`src/hdl/adc_irq_pkg.sv`:
```
// Package with widths, counts and the event carrier types for the converter interrupt block
package adc_irq_pkg;
	localparam int unsigned GROUPS = 9;          // Scan groups in all
	localparam int unsigned SOLO_GROUPS = 5;     // Groups 0..4 with their own lines
	localparam int unsigned SHARED_GROUPS = 4;   // Groups 5..8 on one shared line
	localparam int unsigned LIMIT_TABLES = 8;    // Limiter tables 0..7
	localparam int unsigned MATCH_TABLES = 8;    // Compare tables 0..7
	localparam int unsigned SOLO_TABLES = 4;     // Tables 0..3 with their own lines
	localparam int unsigned COMPOSITES = 2;      // Composite conditions 0..1
	localparam int unsigned UNITS = 2;           // Converter units 0..1
	localparam int unsigned FIFO_DEPTH = 8;      // FIFO stages per group
	localparam int unsigned CNT_W = 4;           // Width of a vacant stage count
	localparam logic RESET_LEVEL = 1'b0;         // Value of every request after reset

	// Status coming from the converter core, one cycle per event except counts
	typedef struct packed {
		logic [GROUPS-1:0] scan_end;             // Scan finished, per group
		logic [GROUPS-1:0] fifo_ovf;             // FIFO overflow, per group
		logic [GROUPS*CNT_W-1:0] fifo_vacant;    // Vacant stages, per group
		logic [GROUPS*CNT_W-1:0] fifo_thresh;    // Programmed thresholds, per group
		logic [LIMIT_TABLES-1:0] clip;           // Limiter clip, per table
		logic [MATCH_TABLES-1:0] match;          // Compare match, per table
		logic [COMPOSITES*MATCH_TABLES-1:0] comp_sel; // Tables used by each composite
		logic [COMPOSITES-1:0] comp_and;         // 1: all selected, 0: any selected
		logic [UNITS-1:0] unit_err;              // Operational error, per unit
		logic [UNITS-1:0] res_ovf;               // Result overflow, per unit
		logic [UNITS-1:0] cal_done;              // Calibration finished, per unit
	} core_status_t;

	// Interrupt request pulses towards the system interrupt controller
	typedef struct packed {
		logic [SOLO_GROUPS-1:0] scan_end_req_group;
		logic scan_end_req_shared_hi;
		logic [SOLO_GROUPS-1:0] fifo_read_req_group;
		logic fifo_read_req_shared_hi;
		logic fifo_overflow_req;
		logic limiter_clip_req;
		logic [SOLO_TABLES-1:0] table_match_req;
		logic [COMPOSITES-1:0] composite_match_req;
		logic [UNITS-1:0] unit_error_req;
		logic [UNITS-1:0] result_overflow_req;
		logic [UNITS-1:0] calibration_done_req;
	} irq_req_t;

	// Event pulses towards the event link controller
	typedef struct packed {
		logic [SOLO_GROUPS-1:0] scan_end_evt;
		logic scan_end_shared_evt;
		logic fifo_read_shared_evt;
		logic [COMPOSITES-1:0] composite_evt;
	} link_evt_t;

	localparam int unsigned IRQ_W = $bits(irq_req_t);
endpackage

```
`src/hdl/rise_pulse.sv`:
```
// Rising-edge to single pulse converter, one per condition bit
`timescale 1ns/1ps
module rise_pulse #(
	parameter int unsigned W = 1
) (
	input wire logic sys_clk,
	input wire logic rst_n,
	input wire logic [W-1:0] level,
	output logic [W-1:0] pulse
);
	logic [W-1:0] prev_q; // Level seen last cycle
	logic [W-1:0] prev_d;

	// Next state is just the present level
	always_comb begin
		prev_d = level;
	end

	// Register the level
	always_ff @(posedge sys_clk or negedge rst_n) begin
		if (!rst_n) begin
			prev_q <= '0;
		end else begin
			prev_q <= prev_d;
		end
	end

	// One pulse per rising edge, per bit
	genvar b;
	generate
		for (b = 0; b < W; b++) begin : g_bit
			assign pulse[b] = level[b] & ~prev_q[b];
		end
	endgenerate
endmodule

```
`src/hdl/adc_interrupt_event_gen.sv`:
```
// Interrupt and event generator for a two-unit, nine-group A/D converter
`timescale 1ns/1ps
module adc_interrupt_event_gen (
	input wire logic sys_clk,
	input wire logic reset_n,
	input wire adc_irq_pkg::core_status_t status,
	output adc_irq_pkg::irq_req_t irq_req,
	output adc_irq_pkg::link_evt_t link_evt
);
	localparam int unsigned G = adc_irq_pkg::GROUPS;
	localparam int unsigned W = adc_irq_pkg::CNT_W;
	localparam int unsigned T = adc_irq_pkg::MATCH_TABLES;

	logic rst_s1_q; // Reset release synchroniser, first stage
	logic rst_n_q;  // Reset used by the whole block
	logic rst_s1_d; // First stage next value
	logic rst_n_d;  // Second stage next value

	// Next values: ones ripple in behind the released reset
	always_comb begin
		rst_s1_d = 1'b1;
		rst_n_d = rst_s1_q;
	end

	// Release the reset through two flops, assert at once
	always_ff @(posedge sys_clk or negedge reset_n) begin
		if (!reset_n) begin
			rst_s1_q <= 1'b0;
			rst_n_q <= 1'b0;
		end else begin
			rst_s1_q <= rst_s1_d;
			rst_n_q <= rst_n_d;
		end
	end

	logic [G-1:0] fifo_low;    // Vacant count at or under threshold, per group
	logic [1:0] comp_hit;      // Composite condition met
	logic [G-1:0] fifo_req_p;  // Pulse on entering the low-vacancy state

	// Threshold compare per group
	genvar g;
	generate
		for (g = 0; g < G; g++) begin : g_fifo
			assign fifo_low[g] = status.fifo_vacant[g*W +: W] <= status.fifo_thresh[g*W +: W];
		end
	endgenerate

	// Composite conditions: all or any of the selected tables matching
	generate
		for (g = 0; g < adc_irq_pkg::COMPOSITES; g++) begin : g_comp
			logic [T-1:0] sel;
			assign sel = status.comp_sel[g*T +: T];
			assign comp_hit[g] = (sel != '0) && (status.comp_and[g] ?
				((status.match & sel) == sel) : ((status.match & sel) != '0));
		end
	endgenerate

	// FIFO level is a level condition: one request per entry at or under threshold
	rise_pulse #(.W(G)) u_fifo_edge (
		.sys_clk(sys_clk),
		.rst_n(rst_n_q),
		.level(fifo_low),
		.pulse(fifo_req_p)
	);

	logic [1:0] comp_prev_q; // Composite level last cycle, for one pulse per match
	logic [1:0] comp_prev_d;
	adc_irq_pkg::irq_req_t irq_d;
	adc_irq_pkg::irq_req_t irq_q;
	adc_irq_pkg::link_evt_t evt_d;
	adc_irq_pkg::link_evt_t evt_q;

	// Map core conditions onto request and event lines
	always_comb begin
		comp_prev_d = comp_hit;
		irq_d = '0;
		evt_d = '0;
		// Scan completion lines
		irq_d.scan_end_req_group = status.scan_end[4:0];
		irq_d.scan_end_req_shared_hi = |status.scan_end[8:5];
		// FIFO fill level lines, from the entry pulses
		irq_d.fifo_read_req_group = fifo_req_p[4:0];
		irq_d.fifo_read_req_shared_hi = |fifo_req_p[8:5];
		// Lines shared by every group or table
		irq_d.fifo_overflow_req = |status.fifo_ovf;
		irq_d.limiter_clip_req = |status.clip;
		// Compare table lines
		irq_d.table_match_req = status.match[3:0];
		irq_d.composite_match_req = comp_hit & ~comp_prev_q;
		// Per-unit lines
		irq_d.unit_error_req = status.unit_err;
		irq_d.result_overflow_req = status.res_ovf;
		irq_d.calibration_done_req = status.cal_done;
		// Event copies of the matching requests
		evt_d.scan_end_evt = irq_d.scan_end_req_group;
		evt_d.scan_end_shared_evt = irq_d.scan_end_req_shared_hi;
		evt_d.fifo_read_shared_evt = irq_d.fifo_read_req_shared_hi;
		evt_d.composite_evt = irq_d.composite_match_req;
	end

	// Outputs straight from flops, cleared in reset
	always_ff @(posedge sys_clk or negedge rst_n_q) begin
		if (!rst_n_q) begin
			irq_q <= '0;
			evt_q <= '0;
			comp_prev_q <= '0;
		end else begin
			irq_q <= irq_d;
			evt_q <= evt_d;
			comp_prev_q <= comp_prev_d;
		end
	end

	// Ports come straight from the output flops
	assign irq_req = irq_q;
	assign link_evt = evt_q;

	// Checks
	// Group 0 scan end gives request and event a cycle later
	AST_SCAN_SOLO: assert property (@(posedge sys_clk) disable iff (!rst_n_q)
		status.scan_end[0] |=> irq_req.scan_end_req_group[0] && link_evt.scan_end_evt[0])
		else $error("group 0 scan end not signalled");
	// Group 4 keeps its own line as well
	AST_SCAN_SOLO4: assert property (@(posedge sys_clk) disable iff (!rst_n_q)
		status.scan_end[4] |=> irq_req.scan_end_req_group[4] && link_evt.scan_end_evt[4])
		else $error("group 4 scan end not signalled");
	// Any of groups 5-8 drives the shared request
	AST_SCAN_SHARED: assert property (@(posedge sys_clk) disable iff (!rst_n_q)
		(|status.scan_end[8:5]) |=> irq_req.scan_end_req_shared_hi)
		else $error("shared scan end not signalled");
	// Shared scan end also reaches the event link
	AST_SCAN_SHARED_EVT: assert property (@(posedge sys_clk) disable iff (!rst_n_q)
		(|status.scan_end[8:5]) |=> link_evt.scan_end_shared_evt)
		else $error("shared scan end event missing");
	// Group 0 entering low vacancy requests a read
	AST_FIFO_SOLO: assert property (@(posedge sys_clk) disable iff (!rst_n_q)
		$rose(fifo_low[0]) |=> irq_req.fifo_read_req_group[0])
		else $error("group 0 FIFO request missing");
	// Group 0 read request lasts a single cycle
	AST_FIFO_SOLO_ONE: assert property (@(posedge sys_clk) disable iff (!rst_n_q)
		irq_req.fifo_read_req_group[0] |=> !irq_req.fifo_read_req_group[0])
		else $error("group 0 FIFO request longer than one cycle");
	// Shared read request and its event travel together
	AST_FIFO_SHARED: assert property (@(posedge sys_clk) disable iff (!rst_n_q)
		irq_req.fifo_read_req_shared_hi |-> link_evt.fifo_read_shared_evt)
		else $error("shared FIFO event mismatch");
	// Any of groups 5-8 newly low raises the shared request
	AST_FIFO_SHARED_EDGE: assert property (@(posedge sys_clk) disable iff (!rst_n_q)
		(|(fifo_low[8:5] & ~$past(fifo_low[8:5]))) |=>
		irq_req.fifo_read_req_shared_hi && link_evt.fifo_read_shared_evt)
		else $error("shared FIFO request missing");
	// Any overflow gives the single overflow request
	AST_OVF: assert property (@(posedge sys_clk) disable iff (!rst_n_q)
		(|status.fifo_ovf) |=> irq_req.fifo_overflow_req)
		else $error("FIFO overflow not signalled");
	// No overflow anywhere, no overflow request
	AST_NO_OVF: assert property (@(posedge sys_clk) disable iff (!rst_n_q)
		(status.fifo_ovf == '0) |=> !irq_req.fifo_overflow_req)
		else $error("spurious overflow request");
	// No clip anywhere, no clip request
	AST_CLIP: assert property (@(posedge sys_clk) disable iff (!rst_n_q)
		(status.clip == '0) |=> !irq_req.limiter_clip_req)
		else $error("spurious clip request");
	// A clip in any table raises the clip request
	AST_CLIP_ANY: assert property (@(posedge sys_clk) disable iff (!rst_n_q)
		(|status.clip) |=> irq_req.limiter_clip_req)
		else $error("clip request missing");
	// Table 3 match on its own line
	AST_MATCH: assert property (@(posedge sys_clk) disable iff (!rst_n_q)
		status.match[3] |=> irq_req.table_match_req[3])
		else $error("table 3 match missing");
	// Table 0 quiet keeps its line quiet
	AST_MATCH_LOW: assert property (@(posedge sys_clk) disable iff (!rst_n_q)
		!status.match[0] |=> !irq_req.table_match_req[0])
		else $error("spurious table 0 match request");
	// Composite 0 request lasts a single cycle
	AST_COMP_PULSE: assert property (@(posedge sys_clk) disable iff (!rst_n_q)
		irq_req.composite_match_req[0] |=> !irq_req.composite_match_req[0])
		else $error("composite request longer than one cycle");
	// Composite 1 request lasts a single cycle
	AST_COMP_PULSE1: assert property (@(posedge sys_clk) disable iff (!rst_n_q)
		irq_req.composite_match_req[1] |=> !irq_req.composite_match_req[1])
		else $error("composite 1 request longer than one cycle");
	// Composite 1 becoming true gives request and event
	AST_COMP_RISE: assert property (@(posedge sys_clk) disable iff (!rst_n_q)
		$rose(comp_hit[1]) |=> irq_req.composite_match_req[1] && link_evt.composite_evt[1])
		else $error("composite 1 request missing");
	// An empty composite 0 selection never fires its request
	AST_COMP_EMPTY: assert property (@(posedge sys_clk) disable iff (!rst_n_q)
		(status.comp_sel[7:0] == 8'h00) |=> !irq_req.composite_match_req[0])
		else $error("composite 0 fired with no tables selected");
	// Unit lines follow their conditions
	AST_UNIT: assert property (@(posedge sys_clk) disable iff (!rst_n_q)
		status.unit_err[1] && status.res_ovf[0] && status.cal_done[1] |=>
		irq_req.unit_error_req[1] && irq_req.result_overflow_req[0]
		&& irq_req.calibration_done_req[1])
		else $error("unit request missing");
	// Unit 0 error on its own line
	AST_ERR0: assert property (@(posedge sys_clk) disable iff (!rst_n_q)
		status.unit_err[0] |=> irq_req.unit_error_req[0])
		else $error("unit 0 error request missing");
	// Unit 1 result overflow on its own line
	AST_RESOVF1: assert property (@(posedge sys_clk) disable iff (!rst_n_q)
		status.res_ovf[1] |=> irq_req.result_overflow_req[1])
		else $error("unit 1 overflow request missing");
	// Unit 0 calibration end on its own line
	AST_CAL0: assert property (@(posedge sys_clk) disable iff (!rst_n_q)
		status.cal_done[0] |=> irq_req.calibration_done_req[0])
		else $error("unit 0 calibration request missing");
	// Requests quiet while reset holds
	AST_RESET: assert property (@(posedge sys_clk) !rst_n_q |-> irq_req == '0)
		else $error("request active in reset");
	// Events quiet while reset holds
	AST_RESET_EVT: assert property (@(posedge sys_clk) !rst_n_q |-> link_evt == '0)
		else $error("event active in reset");

	// Main scenarios seen
	COV_SCAN: cover property (@(posedge sys_clk) irq_req.scan_end_req_shared_hi);
	COV_FIFO: cover property (@(posedge sys_clk) irq_req.fifo_read_req_group[2]);
	COV_COMP: cover property (@(posedge sys_clk) link_evt.composite_evt[1]);
	COV_OVF: cover property (@(posedge sys_clk) irq_req.fifo_overflow_req && irq_req.limiter_clip_req);
	COV_CAL: cover property (@(posedge sys_clk) irq_req.calibration_done_req[0]);
endmodule

```
`config.mk`:
```
export PLATFORM = sky130hd
export DESIGN_NAME = adc_interrupt_event_gen
export DESIGN_NICKNAME = d
export VERILOG_FILES = /design/src/hdl/adc_irq_pkg.sv /design/src/hdl/rise_pulse.sv /design/src/hdl/adc_interrupt_event_gen.sv
export SDC_FILE = /design/constraint.sdc
export NUM_CORES = 1
export LEC_CHECK = 0
export ABC_AREA = 1
export BUFFER_PORTS_ARGS = -buffer_cell sky130_fd_sc_hd__buf_2
export CAP_MARGIN = 20
export CORE_MARGIN = 3
export CORE_UTILIZATION = 46
export CTS_BUF_LIST = sky130_fd_sc_hd__clkbuf_4
export DETAILED_ROUTE_END_ITERATION = 7
export GPL_ROUTABILITY_DRIVEN = 0
export PLACE_DENSITY = 0.88
export REMOVE_ABC_BUFFERS = 1
export SKIP_LAST_GASP = 1
export SLEW_MARGIN = 20
export SYNTH_ARGS = -nofsm -noshare
export SYNTH_HDL_FRONTEND = slang
export SYNTH_SLANG_ARGS = --single-unit
```
`constraint.sdc`:
```
create_clock -name sys_clk -period 3.3 [get_ports sys_clk]
set_clock_uncertainty 0.2 [all_clocks]
set_input_delay 0.165 -clock sys_clk [delete_from_list [all_inputs] [get_ports sys_clk]]
set_output_delay 0.165 -clock sys_clk [all_outputs]
set_load 0.02 [all_outputs]
```
# --- After elaboration in Yosys (flattened, before gate mapping) ---
# Cells that the tools add are included.
totals:
  regBits: 39
  latchBits: 0
  ramBits: 0
  romBits: 0
  in_bits: 132
  output_inout_bits: 35
  elab_cells: 60
  n_memories: 0
classes:
  addsub: 0
  multipliers: 0
  n_div: 0
  order_cmp: 9
  n_eq_ne: 2
  shift: 0
  mux: 2
  bitwise: 22
  reduce_logical: 10
op_table:
  columns: ["op", "count"]
  rows:
  - ["$le 4x4->1", 9]
  - ["$reduce_bool 8->1", 4]
  - ["$and 8x8->8", 2]
  - ["$eq 8x8->1", 2]
  - ["$and 1x1->1", 9]
  - ["$not 1->1", 9]
  - ["$reduce_or 9->1", 1]
  - ["$reduce_or 4->1", 2]
  - ["$reduce_or 8->1", 1]
  - ["$and 2x2->2", 1]
  - ["$logic_and 1x1->1", 2]
  - ["$mux 1", 2]
  - ["$not 2->2", 1]

# --- Depth between registers and ports, before layout ---
depth:
  word_depth: 5
  depth_mapped: 12
  ltp_nobuf: 12

# --- Cells and area by module ---
# Synthesis repeated with hierarchy kept, for this count alone.
unflattened:
  cells_unflattened: 298
  hier_area_um2: 2407.3
by_module_without_submodules:
  columns: ["module", "instances", "cells_each", "area_per_inst_um2", "seq_area_each_um2"]
  rows:
  - ["adc_interrupt_event_gen", 1, 271, 2092.0, 750.7]
  - ["rise_pulse", 1, 27, 315.3, 225.2]

# --- Worst setup path after synthesis ---
# Ideal clock, no wire load.
synth_path:
  path_kind: "input to register"
  from: "in status[63] (netlist bit)"
  to: "reg irq_q, in the netlist irq_req[14]"
  setup_ps: 116
  t_arrival_ps: 868
  t_required_ps: 2984
  setup_slack_ps: 2116
  cell_stages: 11
  n_path_buf: 0
  path_cell_list: "inv_1 > ha_1 > nand2_1 > inv_2 > nand2_1 > nand2_1 > nand2_1 > nand2_1 > nand2_1 > inv_1 > nand2_1"
synth_lines:
  columns: ["item", "line_no", "rtl"]
  rows:
  - ["from (decl)", "adc_interrupt_event_gen.sv:6", "input wire adc_irq_pkg::core_status_t status,"]
  - ["to (signal assigned)", "adc_interrupt_event_gen.sv:108", "irq_q <= irq_d;"]
  - ["to (decl)", "adc_interrupt_event_gen.sv:69", "adc_irq_pkg::irq_req_t irq_q;"]

==> impl_metrics.ini <==
[outcome]
outcome = completed

[clock_tree]
insertion_delay_ns = 0.34
post_cts_resized = 0
clk_path_buf_depth = 2
root_buffer = clkbuf_4
cts.sinks = 39
cts_tree = yes
htreeDepth = 2
cts.clk_slew.worst_paths_ns = 0.12
cts_inserted_buffers = 5

[cells_and_area]
fill_cells = 379
syn_to_final_growth_pct = 50.8
layout.cells.non_filler = 577
num_antenna_cells = 0
final_nets = 677
drive_gt1_frac = 0.359

[detailed_routing]
ant_nets = 0
via_count = 2702
dr.pass1.iters = 4
viasPerCell = 4.68
avgRoutedWirePerCell_um = 12.9
route.detailed.drc = 0
wl_um = 7450
drtIter0Drc = 92

[timing]
setup_viol = 0
fin_crit_ns = 2.18
tns_ns = 0
period_share = 0.661
fmax_mhz = 458
slew_headroom = 0.466
fin_ws_ns = 1.12
drv_slew = 0
finalHoldViolCount = 0
rsz0062_at_grt = false
max_slew.worst_pin.slew_ns = 0.801

[worst_setup_path]
endpoint_kind = register
slowest_delay_ns = 0.59
r2r-end = irq_req[10]$_DFF_PN0_
critPathSlowestCell = dlygate4sd3_1
path_cells = dlygate4sd3_1 > buf_2 > nor4_1 > dlygate4sd3_1 > nand2_1 > dlygate4sd3_1
critPathArrivalTime_ns = 2.21
cpMostUsedCell = dlygate4sd3_1
r2r_cells = 0
worst-path-buf-inv = 4
cp.required_ns = 3.33
path_class = primary input to register
r2r-start = rst_n_q$_DFF_PN0_
rrSetupSlack_ns = 2.22
path_delay_family = buffers and inverters
cp-start-kind = primary input
critical_path.max_fanout = 1

[hold_path]
hold_depth = 4
hold_class = primary input to register
min-delay-start = status[72]
holdPathEnd = u_fifo_edge.prev_q[8]$_DFF_PN0_

[global_routing]
grt_max_degree = 38
first_global_vias = 2664
antenna_found_initial = 0
grt_pass1_wl_um = 11500
grt_use_total = 0.235
overflow = 0

[floorplanning]
die_h_um = 79.0
core_um2 = 4940
rows = 25
die_w_um = 79.0
initial_core_util = 0.495
io_pins = 167
dieArea_um2 = 6230

[yosys]
ys_types = 18
netlist_instances = 316
ys_seq_area_frac = 0.399
syn_area_um2 = 2450
synth_seq_cells = 39
syn_area_per_cell_um2 = 7.75
ys_warn_count = 0

[power]
ir_drop_mv = 0.206
p_leak_nw = 2.26
powerDensity_nw_per_um2 = 352

[placed_design]
pre_cts_ws_ns = 1.95
io_buffers = 166
dp_cells = 540
dp.final_hpwl_um = 5470

[flow_run]
maxCapViolCount = 0
synthesized netlist by cell type (all sizes together):
cell	number	area share
nand2	90	0.14
inv	73	0.11
dfrtp	39	0.40
ha	36	0.18
a21oi	21	0.046
nor2	21	0.034
buf	9	0.028
o21ai	9	0.018
nand3	7	0.014
nand4	5	0.013
nor4	3	0.0077
conb	1	0.0015
nor3	1	0.0020
or4	1	0.0031
what timing repair did:
| item | in CTS | in global routing |
|---|---|---|
| hold buffers | 29 | 0 |
| hold endpoints to repair | 25 | 0 |
| setup buffers | 0 | 0 |
kinds of logic after synthesis:
group,after synthesis,synth area share
compound gates,30,0.0644
other cells,1,0.00153
buf+inv,82,0.139
simple gates,128,0.212
fa+ha+maj,36,0.184
flops,39,0.399
metrics by stage:
stage | hold WS [ns] | area, µm² | util | total power, W
finish | 0.0109 | 3690 | 0.747 | 0.00130
global route | 0.0176 | 3690 | 0.747 | 0.00138
CTS | 0.000851 | 3690 | 0.747 | 0.00130
detailed placement | -0.246 | 3300 | 0.667 | 0.000877
global placement | -0.249 | 3300 | 0.667 | 0.000858
floorplan | -0.331 | 2380 | - | 0.000720
tightest hold or removal path, stage by stage:
cell	delay (ns)
buf_2	0.08
ha_1	0.13
nand3_1	0.07
nand2_1	0.08
routing by layer:
| metal | part of all wire | up-vias | GRT usage |
|---|---|---|---|
| li1 | - | 1348 | - |
| met1 | 0.35 | 1196 | 0.236 |
| met2 | 0.54 | 134 | 0.462 |
| met3 | 0.075 | 24 | 0.0488 |
| met4 | 0.033 | 0 | 0.0945 |
| met5 | 0 | - | 0 |
layout by cell type (no fill, tap or decap), types with 3 or more instances in the layout:
cell | Yosys | final
ha_1 | 36 | 36
dfrtp_1 | 39 | 38
inv_2 | 4 | 4
inv_1 | 69 | 69
nor4_1 | 3 | 3
nand2_1 | 90 | 90
nand3_1 | 7 | 7
a21oi_1 | 19 | 19
o21ai_1 | 4 | 4
nor2_1 | 19 | 19
nand4_1 | 5 | 5
dlygate4sd3_1 | 0 | 29
clkbuf_4 | 0 | 6
o21ai_0 | 5 | 5
buf_2 | 0 | 166
worst max-delay path by stage:
| stage | depth (start not counted) | start | to | slack [ns] |
|---|---|---|---|---|
| final | 6 | status[38] | irq_req[12]$_DFF_PN0_ | 1.12 |
| after floorplan | 0 | rst_n_q$_DFF_PN0_ | comp_prev_q[0]$_DFF_PN0_ | 1.93 |
| after global placement | 12 | status[67] | irq_req[14]$_DFF_PN0_ | 1.99 |
| after global routing | 6 | status[38] | irq_req[12]$_DFF_PN0_ | 1.02 |
| after detailed placement | 12 | status[75] | irq_req[14]$_DFF_PN0_ | 1.95 |
| after CTS | 6 | status[116] | irq_req[13]$_DFF_PN0_ | 1.19 |
report_power, final:
part	total [W]	switching [W]	internal (W)
Clock	0.000400	0.000156	0.000245
Sequential	0.000541	0.0000223	0.000519
Combinational	0.000357	0.000192	0.000165
sequential cells by signal, indices dropped and copies added (netlist names):
name,flops
comp_prev_q,2
u_fifo_edge.prev_q,9
irq_req,26
rst_n_q,1
rst_n_d,1
final cells by class:
type	count	area, µm²	share of cell area
clock buffers	6	45.0	0.0122
clock inverters	2	60.1	0.0163
inverters	73	274	0.0742
multi-input cells	195	1130	0.306
flip-flops and latches	39	977	0.265
well taps	67	83.8	0.0227
repair buffers	195	1120	0.304
Power figures use the tool's default switching activity.
